`src/bbar_pkg.sv`:
```
// Summary of operation
// RULE1: each region has a 32 MB alias window, one word per bit of its 1 MB.
// RULE2: alias accesses reach memory with the same size as issued.
// RULE3: direct SRAM bit-band accesses pass through as plain SRAM accesses.
// RULE4: SRAM alias data accesses remap; instruction fetches there pass unchanged.
// RULE5: direct peripheral bit-band accesses pass through as plain accesses.
// RULE6: peripheral alias data accesses remap; instruction fetches there fault.
// RULE7: alias writes are read, modify one bit, then write back.
// RULE8: alias address is base plus 32 times byte index plus 4 times bit.
// RULE9: bit index within the byte runs 0 to 7.
// RULE10: alias write sets target bit if data bit 0 is one, else clears.
// RULE11: written data bits 31 to 1 are ignored.
// RULE12: alias read returns 0 or 1 by the target bit.
// RULE13: words are stored little-endian, low byte at low address.
// RULE14: load-exclusive returns data and sets the exclusive tag; alias data accesses here set no tag.
// RULE15: store-exclusive reports status; clear means written, set means not.
// RULE16: exclusive pairs work at word, halfword and byte sizes.
// RULE17: drop-exclusive-tag command clears the tag.
// RULE18: every store-exclusive clears the tag, pass or fail; alias data stores here leave the tag as it was.
// RULE19: a taken exception clears the tag.
// RULE20: master pairs each exclusive load with same-size store, same place.
// RULE21: on failure the master retries the full exclusive sequence.
// RULE22: store-exclusive without a tag fails and leaves memory unchanged; alias data stores here still write and report success.
// RULE23: alias read and write-back run as one locked memory sequence.
package bbar_pkg;
  localparam logic [31:0] SRAM_BB_BASE = 32'h2000_0000;
  localparam logic [31:0] PERI_BB_BASE = 32'h4000_0000;
  localparam logic [31:0] SRAM_ALIAS_BASE = 32'h2200_0000;
  localparam logic [31:0] PERI_ALIAS_BASE = 32'h4200_0000;
  localparam int ALIAS_SPAN_BITS = 25;
  localparam int BB_SPAN_BITS = 20;
  localparam logic [1:0] SIZE_BYTE = 2'h0;
  localparam logic [1:0] SIZE_HALF = 2'h1;
  localparam logic [1:0] SIZE_WORD = 2'h2;
  localparam logic [31:0] ALIAS_ONE = 32'h0000_0001;
  localparam logic [31:0] ALIAS_ZERO = 32'h0000_0000;
  typedef enum logic [2:0] {
    BBAR_IDLE, BBAR_PASS, BBAR_RD, BBAR_WR, BBAR_RESP
  } bbar_state_t;
endpackage

```
`src/bbar_excl_mon.sv`:
```
`timescale 1ns/1ps
module bbar_excl_mon
  import bbar_pkg::*;
(
  // clock and reset
  input wire logic clk,
  input wire logic rst,
  // events
  input wire logic set_tag,
  input wire logic [31:0] set_addr,
  input wire logic [1:0] set_size,
  input wire logic drop,
  input wire logic [31:0] chk_addr,
  input wire logic [1:0] chk_size,
  // result
  output logic chk_ok,
  output logic tag_valid
);
  typedef struct packed {
    logic valid;
    logic [31:0] addr;
    logic [1:0] size;
  } bbar_mon_t;
  bbar_mon_t s_q, s_d;

  // a tag only matches the very same address and size
  assign chk_ok = s_q.valid && s_q.addr == chk_addr && s_q.size == chk_size;
  assign tag_valid = s_q.valid;

  always_comb begin
    s_d = s_q;
    if (drop) begin
      s_d.valid = 1'b0; // RULE17
    end
    if (set_tag) begin
      s_d.valid = 1'b1; // RULE14
      s_d.addr = set_addr;
      s_d.size = set_size; // RULE16
    end
  end

  always_ff @(posedge clk or posedge rst) begin
    if (rst) begin
      s_q <= '0;
    end else begin
      s_q <= s_d;
    end
  end
endmodule

```
`src/bbar_remap.sv`:
```
`timescale 1ns/1ps
module bbar_remap
  import bbar_pkg::*;
(
  // clock and reset
  input wire logic clk,
  input wire logic rst,
  // processor side request
  input wire logic req_valid,
  output logic req_ready,
  input wire logic [31:0] req_addr,
  input wire logic req_write,
  input wire logic [1:0] req_size,
  input wire logic [31:0] req_wdata,
  input wire logic req_instr,
  input wire logic req_excl,
  // processor side events
  input wire logic drop_exclusive_tag,
  input wire logic exception_taken,
  // processor side response
  output logic rsp_valid,
  output logic [31:0] rsp_rdata,
  output logic rsp_fault,
  output logic rsp_excl_fail,
  output logic excl_tag_held,
  // memory side
  output logic mem_valid,
  input wire logic mem_ready,
  output logic [31:0] mem_addr,
  output logic mem_write,
  output logic [1:0] mem_size,
  output logic [31:0] mem_wdata,
  output logic mem_lock,
  input wire logic mem_rvalid,
  input wire logic [31:0] mem_rdata
);
  // ******************************************************
  // state
  // ******************************************************
  // one record so the whole datapath moves on a single edge
  typedef struct packed {
    bbar_state_t st;
    logic [31:0] addr;
    logic write;
    logic [1:0] size;
    logic [31:0] wdata;
    logic [4:0] bitpos;
    logic newbit;
    logic excl;
    logic mem_valid;
    logic mem_lock;
    logic rsp_valid;
    logic [31:0] rdata;
    logic fault;
    logic excl_fail;
  } bbar_rm_t;
  bbar_rm_t s_q, s_d;

  logic mon_ok;
  logic mon_set;
  logic mon_drop;

  // ******************************************************
  // address decoding
  // ******************************************************
  function automatic logic in_alias(input logic [31:0] a,
                                    input logic [31:0] base);
    in_alias = a[31:ALIAS_SPAN_BITS] == base[31:ALIAS_SPAN_BITS]; // RULE1
  endfunction

  // byte index is word offset / 32, bit index is (offset / 4) & 7
  function automatic logic [31:0] bb_addr(input logic [31:0] a,
                                          input logic [31:0] base);
    logic [19:0] byte_ix;
    byte_ix = a[24:5];
    bb_addr = {base[31:BB_SPAN_BITS], byte_ix}; // RULE8
  endfunction

  // lane of the target bit, little-endian within the access width
  function automatic logic [4:0] bit_lane(input logic [31:0] a,
                                          input logic [1:0] sz);
    logic [4:0] lane;
    lane = {2'h0, a[4:2]}; // RULE9
    case (sz)
      SIZE_WORD: bit_lane = {a[6:5], 3'h0} | lane; // RULE13
      SIZE_HALF: bit_lane = {1'b0, a[5], 3'h0} | lane;
      default: bit_lane = lane;
    endcase
  endfunction

  // memory returns the addressed lanes right-aligned for its size
  function automatic logic [31:0] mem_base_addr(input logic [31:0] a,
                                                input logic [1:0] sz);
    case (sz)
      SIZE_WORD: mem_base_addr = {a[31:2], 2'h0};
      SIZE_HALF: mem_base_addr = {a[31:1], 1'b0};
      default: mem_base_addr = a;
    endcase
  endfunction

  logic is_sram_alias;
  logic is_peri_alias;
  assign is_sram_alias = in_alias(req_addr, SRAM_ALIAS_BASE);
  assign is_peri_alias = in_alias(req_addr, PERI_ALIAS_BASE);

  // ******************************************************
  // alias target
  // ******************************************************
  // the bit-band base, not the alias base, forms the memory address
  logic [31:0] bb_base;
  logic [31:0] bb_target;
  logic [31:0] alias_mem_addr;
  logic [4:0] alias_lane;
  logic is_alias_data;
  logic is_fetch_fault;
  logic excl_refused;
  logic take;
  assign take = req_valid && req_ready;
  assign bb_base = is_sram_alias ? SRAM_BB_BASE : PERI_BB_BASE;
  assign bb_target = bb_addr(req_addr, bb_base); // RULE8
  assign alias_mem_addr = mem_base_addr(bb_target, req_size); // RULE2
  // lane comes from the alias address: bits 6:5 pick the byte
  assign alias_lane = bit_lane(req_addr, req_size); // RULE9 RULE13
  // sram alias fetches fall through as plain accesses
  assign is_alias_data = !req_instr && (is_sram_alias || is_peri_alias);
  assign is_fetch_fault = req_instr && is_peri_alias; // RULE6
  // no matching tag: an exclusive store that is not alias data never reaches memory
  assign excl_refused = req_excl && req_write && !mon_ok; // RULE22

  // ******************************************************
  // write-back merge
  // ******************************************************
  // all other lanes go back exactly as read, so neighbouring bits of
  // a peripheral register keep their value
  logic [31:0] lane_hit;
  logic [31:0] merged;
  logic alias_bit;
  for (genvar i = 0; i < 32; i++) begin : g_merge
    assign lane_hit[i] = s_q.bitpos == 5'(i); // RULE9
    assign merged[i] = lane_hit[i] ? s_q.newbit : mem_rdata[i]; // RULE7
  end
  assign alias_bit = |(lane_hit & mem_rdata); // RULE12

  // ******************************************************
  // memory handshake
  // ******************************************************
  // read data may come with or after ready; writes see no rvalid
  logic mem_taken;
  logic rd_done;
  logic wr_done;
  assign mem_taken = s_q.mem_valid && mem_ready;
  assign rd_done = !s_q.write && mem_rvalid;
  assign wr_done = s_q.write && mem_ready;

  // ******************************************************
  // outputs
  // ******************************************************
  // handshake back to the processor
  assign req_ready = s_q.st == BBAR_IDLE;
  // memory request, all from flip-flops
  assign mem_valid = s_q.mem_valid;
  assign mem_addr = s_q.addr;
  assign mem_write = s_q.write;
  assign mem_size = s_q.size; // RULE2
  assign mem_wdata = s_q.wdata;
  assign mem_lock = s_q.mem_lock;

  // registered answer
  assign rsp_valid = s_q.rsp_valid;
  assign rsp_rdata = s_q.rdata;
  assign rsp_fault = s_q.fault;
  assign rsp_excl_fail = s_q.excl_fail;

  // ******************************************************
  // sequencing
  // ******************************************************
  always_comb begin
    s_d = s_q;
    s_d.rsp_valid = 1'b0;
    mon_set = 1'b0;
    mon_drop = drop_exclusive_tag || exception_taken; // RULE17 RULE19
    case (s_q.st)
      BBAR_IDLE: begin
        // write, size, excl and wdata are captured at every take
        if (take) begin
          s_d.write = req_write;
          s_d.size = req_size;
          s_d.excl = req_excl;
          s_d.wdata = req_wdata;
          s_d.fault = 1'b0;
          s_d.excl_fail = 1'b0;
          s_d.rdata = ALIAS_ZERO;
          if (is_fetch_fault) begin
            // answered at once; nothing goes to memory
            s_d.fault = 1'b1; // RULE6
            s_d.rsp_valid = 1'b1;
            s_d.st = BBAR_IDLE;
          end else if (is_alias_data) begin
            s_d.addr = alias_mem_addr; // RULE4
            s_d.bitpos = alias_lane;
            s_d.newbit = req_wdata[0]; // RULE10 RULE11
            s_d.write = 1'b0;
            s_d.mem_valid = 1'b1;
            s_d.mem_lock = req_write; // RULE23
            s_d.st = BBAR_RD;
          end else if (excl_refused) begin
            // no tag or mismatch: nothing reaches memory
            s_d.excl_fail = 1'b1; // RULE15 RULE22
            s_d.rsp_valid = 1'b1;
            mon_drop = 1'b1; // RULE18
          end else begin
            // direct bit-band and all other accesses pass unchanged
            s_d.addr = req_addr; // RULE3 RULE5
            s_d.mem_valid = 1'b1;
            s_d.mem_lock = 1'b0;
            s_d.st = BBAR_PASS;
            if (req_excl) begin
              if (req_write) begin
                mon_drop = 1'b1; // RULE18
              end else begin
                mon_set = 1'b1; // RULE14 RULE16
              end
            end
          end
        end
      end
      BBAR_PASS: begin
        // ready ends the address phase; read data may trail it
        if (mem_taken) begin
          s_d.mem_valid = 1'b0;
        end
        if (wr_done || rd_done) begin
          s_d.mem_valid = 1'b0;
          s_d.rdata = s_q.write ? ALIAS_ZERO : mem_rdata;
          s_d.rsp_valid = 1'b1;
          s_d.st = BBAR_IDLE;
        end
      end
      BBAR_RD: begin
        if (mem_taken) begin
          s_d.mem_valid = 1'b0;
        end
        if (rd_done) begin
          if (s_q.mem_lock) begin
            // write-back keeps the lock held across both halves
            s_d.wdata = merged; // RULE7 RULE10
            s_d.write = 1'b1;
            s_d.mem_valid = 1'b1;
            s_d.st = BBAR_WR;
          end else begin
            // alias read returns only the target bit
            s_d.rdata = alias_bit ? ALIAS_ONE : ALIAS_ZERO; // RULE12
            s_d.rsp_valid = 1'b1;
            s_d.st = BBAR_IDLE;
          end
        end
      end
      BBAR_WR: begin
        // lock drops with the write-back, never between read and write
        if (mem_taken) begin
          s_d.mem_valid = 1'b0;
          s_d.mem_lock = 1'b0; // RULE23
          s_d.rsp_valid = 1'b1;
          s_d.st = BBAR_IDLE;
        end
      end
      default: begin
        // unused codes return to idle
        s_d.st = BBAR_IDLE;
      end
    endcase
  end

  // ******************************************************
  // registers
  // ******************************************************
  always_ff @(posedge clk or posedge rst) begin
    if (rst) begin
      s_q <= '0;
    end else begin
      s_q <= s_d;
    end
  end

  // ******************************************************
  // exclusive monitor
  // ******************************************************
  // the tag records the raw request; alias data accesses never set it
  bbar_excl_mon u_mon (
    .clk(clk),
    .rst(rst),
    .set_tag(mon_set),
    .set_addr(req_addr),
    .set_size(req_size),
    .drop(mon_drop),
    .chk_addr(req_addr),
    .chk_size(req_size),
    .chk_ok(mon_ok),
    .tag_valid(excl_tag_held)
  );
endmodule

```
`config.mk`:
```
export PLATFORM = sky130hd
export DESIGN_NAME = bbar_remap
export DESIGN_NICKNAME = d
export VERILOG_FILES = /design/src/bbar_pkg.sv /design/src/bbar_excl_mon.sv /design/src/bbar_remap.sv
export SDC_FILE = /design/constraint.sdc
export NUM_CORES = 1
export LEC_CHECK = 0
export BUFFER_PORTS_ARGS = -buffer_cell sky130_fd_sc_hd__clkbuf_2
export CORE_MARGIN = 4
export CORE_UTILIZATION = 30
export CTS_CLUSTER_SIZE = 40
export DETAILED_ROUTE_END_ITERATION = 8
export SLEW_MARGIN = 5
export SYNTH_ARGS = -nofsm -noshare
export SYNTH_HDL_FRONTEND = slang
export SYNTH_HIERARCHICAL = 1
export SYNTH_SLANG_ARGS = --single-unit
```
`constraint.sdc`:
```
create_clock -name clk -period 4.2 [get_ports clk]
set_input_delay 0.21 -clock clk [delete_from_list [all_inputs] [get_ports clk]]
set_output_delay 0.21 -clock clk [all_outputs]
set_load 0.02 [all_outputs]
```
==> metrics.md <==
| Metric | Value |
|---|---|
| Met2 Use GR | 25.79% |
| Max clock buf depth | 2 |
| Worst EP arrival | 3.11 ns |
| Htree depth | 4 |
| IO Count | 214 |
| Post-synthesis sequential area ratio | 44.53% |
| Clk_skew | roughly 0.013 ns |
| Port bufs | 213 |
| Final Setup Violations | 0 |
| Initial Util | 30.57% |
| Slowest stage delay, CP | between 0.4 and 0.5 ns |
| Met3 usage | 4.632% |
| Crit path max-delay family | simple AND/OR/NAND/NOR gates |
| Compound-Gate Fraction of Synth Area | 14.07% |
| N_diodes | 0 |
| Hold Vio Cnt, Final | 0 |
| Mean post-synth cell area | 10.06 um^2 |
| Area leader, netlist | dfrtp_1 |
| Post-synth EDFFs | 0 |
| Final instance area | 9455 um^2 |
| Synth top area share | 44.53% |
| R2r setup slk | 1.39 ns |
| Max-Cap Viols | 0 |
| Drt drc | 0 |
| Fin cells | 1272 |
| Initial DRT Pass Iterations | 4 |
| Crit-path max FO | 35 |
| Clock-pin slew on the worst setup and hold paths | roughly 0.060 ns |
| TritonCTS clock tree | built |
| Global router's overall resource usage | approximately 16% |
| Placed Area | 8917 um^2 |
| CTS buffer count | 17 |
| First-pass GRT wire length | 37540 um |
| Relative slew slack | 29.70% |
| Die Y | between 150 and 200 um |
| Skew-Pair Late Insertion Delay | around 0.42 ns |
| Max VDD drop | around 0.27 mV |
| Pwr Density | 594.5 nW/um^2 |
| Placed cells | between 1000 and 1500 |
| Congestion Overflow GR | 0 |
| List of most frequent post-synthesis cells | dfrtp_1, buf_4, nand2_1 |
| Main area contributors after synthesis | dfrtp_1, mux2_2, buf_4 |
| Vias per cell | 4.907 |
| RSZ-0062 raised after global routing | no |
| Initial antenna violation count | 1 |
| Syn Nets | between 900 and 1000 |
| Die footprint | 30260 um^2 |
| Bufs and invs on worst path | 2 |
| Dpl hpwl | ~18000 um |
| Antenna viol nets, final | 0 |
| Post-synth ARST share | 100.0% |
| Hold WS | 0.05035 ns |
| Routed WL per cell | 19.03 um |
| Max frequency | 0.3554 GHz |
| Static leakage | around 4.5 nW |
| CP Capture Type | flip-flop |
| Status | complete, no violations |
| P&R area growth vs syn | 14.45% |
| Core area | 27030 um^2 |
| Fin Setup TNS | 0 ns |
| Simple-gate share of the synthesized area | 11.63% |
| DIE WIDTH | about 170 um |
| Critical path class | flip-flop to flip-flop |
| Max-slew violations | 0 |
| Most common cell type on the critical path | nand2_1 |
| Cell count after synthesis | 821 |
| Number of global-route vias before repair | 6389 |
| Grt peak-use layer | met2 |
| Largest family of logic cells by synthesized area | compound AO/OA/AOI/OAI gates |
| RD Place Congestion | 0.8166 |
| Required @ worst endpoint | 4.50 ns |
| Worst slew pin tran | roughly 1.1 ns |
| Met1 global-route usage | 20.68% |
| Highest-delay cell along the critical path | dfrtp_1 |
| Post-synthesis mux area share | between 10% and 20% |
| Number of synthesized register bits | 147 |
| Final cycle utilization of the critical path | ~67% |
| Netlist cell types | 55 |
| Layout cell share with drive strength beyond 1 | 36.31% |
| First-iteration detailed-routing DRC count | 407 |
| Syn Std Cell Area | 8262 um^2 |
| Synth Area in XOR/XNOR | 3.710% |
| Min-Delay Path Class | input pin to flip-flop |
| Clk Tree Root Cell | clkbuf_16 |
| Primary FF master, synth | dfrtp_1 |
| Routed wire length | 24210 um |
| Tmin final | 2.813 ns |
| Cell with the most instances after synthesis | dfrtp_1 |
| Final Util | 34.99% |
| Nets | a little over 1000 |
| Crit-path cells | inv_1 > ha_1 > nand2_1 > nor2b_1 > nand2_1 > nor3b_2 > buf_4 > mux2_2 |
| Largest net degree at the start of global routing | 72 |
| Site row count | 60 |
| Setup Buffers After CTS | 0 |
| Via count | 6242 |
| Number of clock sinks | 147 |
| Crit path launch type | flip-flop |
| Yosys warnings | 6 |
| Synth Area in Adders | under 10% |
==> flip-flops by register name, indices dropped and copies added (netlist names), 2 cells and up <==
name,flops
rsp_rdata,32
mem_size,2
mem_wdata,32
u_mon/s_q,34
s_q,8
mem_addr,32
==> per-layer routing <==
| layer | up-vias | share of wire [%] |
|---|---|---|
| li1 | 2982 | - |
| met1 | 2992 | 44 |
| met2 | 237 | 47 |
| met3 | 29 | 7.1 |
| met4 | 2 | 1.5 |
| met5 | - | 0.050 |
==> path summary, 6_finish.rpt <==
kind	cells after the start	startpoint	end
setup / recovery	8	s_q[111]	u_mon/s_q[12]
hold / removal	2	mem_rdata[1]	rsp_rdata[1]
setup reg to reg	8	s_q[111]	u_mon/s_q[12]
hold reg to reg	2	mem_addr[7]	mem_addr[7]
max in group asynchronous	4	rst	rsp_rdata[15]
min in group asynchronous	4	rst	u_mon/s_q[33]
==> area by class of cell <==
type | count | area (um^2)
fill | 2775 | 17570
sequential | 147 | 3679
multi-input combinational | 517 | 3616
timing repair buffer | 226 | 1166
clock buffer | 21 | 440.4
tap | 341 | 426.7
clock inverter | 10 | 87.58
inverter | 10 | 40.04
==> logic make-up after synthesis <==
| group | count (synthesis) |
|---|---|
| xor+xnor | 35 |
| flops | 147 |
| buf+inv | 157 |
| mux | 96 |
| simple gates | 205 |
| fa+ha+maj | 7 |
| compound gates | 174 |
==> cells in the final DEF, fill, tap and decap left out, types with 2 or more instances in the layout <==
| cell type | n |
|---|---|
| clkbuf_2 | 213 |
| dfrtp_1 | 147 |
| nand2_1 | 80 |
| mux2_2 | 70 |
| nor2_1 | 53 |
| a21oi_1 | 42 |
| a22oi_1 | 36 |
| a22o_1 | 34 |
| o21ai_0 | 33 |
| mux2i_1 | 20 |
| xnor2_1 | 19 |
| clkbuf_16 | 17 |
| xor2_1 | 16 |
| nand3_1 | 13 |
| buf_4 | 12 |
| nor2b_1 | 10 |
| inv_1 | 9 |
| nor3_1 | 9 |
| o21ai_1 | 7 |
| ha_1 | 7 |
| mux2_4 | 6 |
| nand4_1 | 6 |
| nor3b_1 | 5 |
| nor4_1 | 5 |
| clkinv_2 | 5 |
| nand2b_1 | 4 |
| clkbuf_1 | 4 |
| nand3b_1 | 3 |
| or4_1 | 3 |
| o211ai_1 | 2 |
| o2bb2ai_1 | 2 |
| a211oi_1 | 2 |
| a21boi_0 | 2 |
| and2_1 | 2 |
| o32ai_1 | 2 |
| and3b_1 | 2 |
| a31oi_1 | 2 |
| clkinv_4 | 2 |
| clkinvlp_4 | 2 |
==> repair_timing <==
action                    4_1_cts  5_1_grt
gates resized for setup         0        0
hold endpoints to repair       35        0
hold buffers                    1        0
==> stage by stage <==
step,setup slack (ns),power [mW]
floorplan,1.031,3.941
global placement,1.431,4.219
detailed placement,1.386,4.261
CTS,1.386,5.700
global route,1.113,5.963
finish,1.387,5.621
==> power by group <==
part,switching (mW),internal (mW),total [mW]
registers,0.316,1.89,2.21
clock network,0.606,0.807,1.41
logic,1.23,0.766,2.00
total,2.15,3.47,5.62
(Power assumes the default switching activity.)
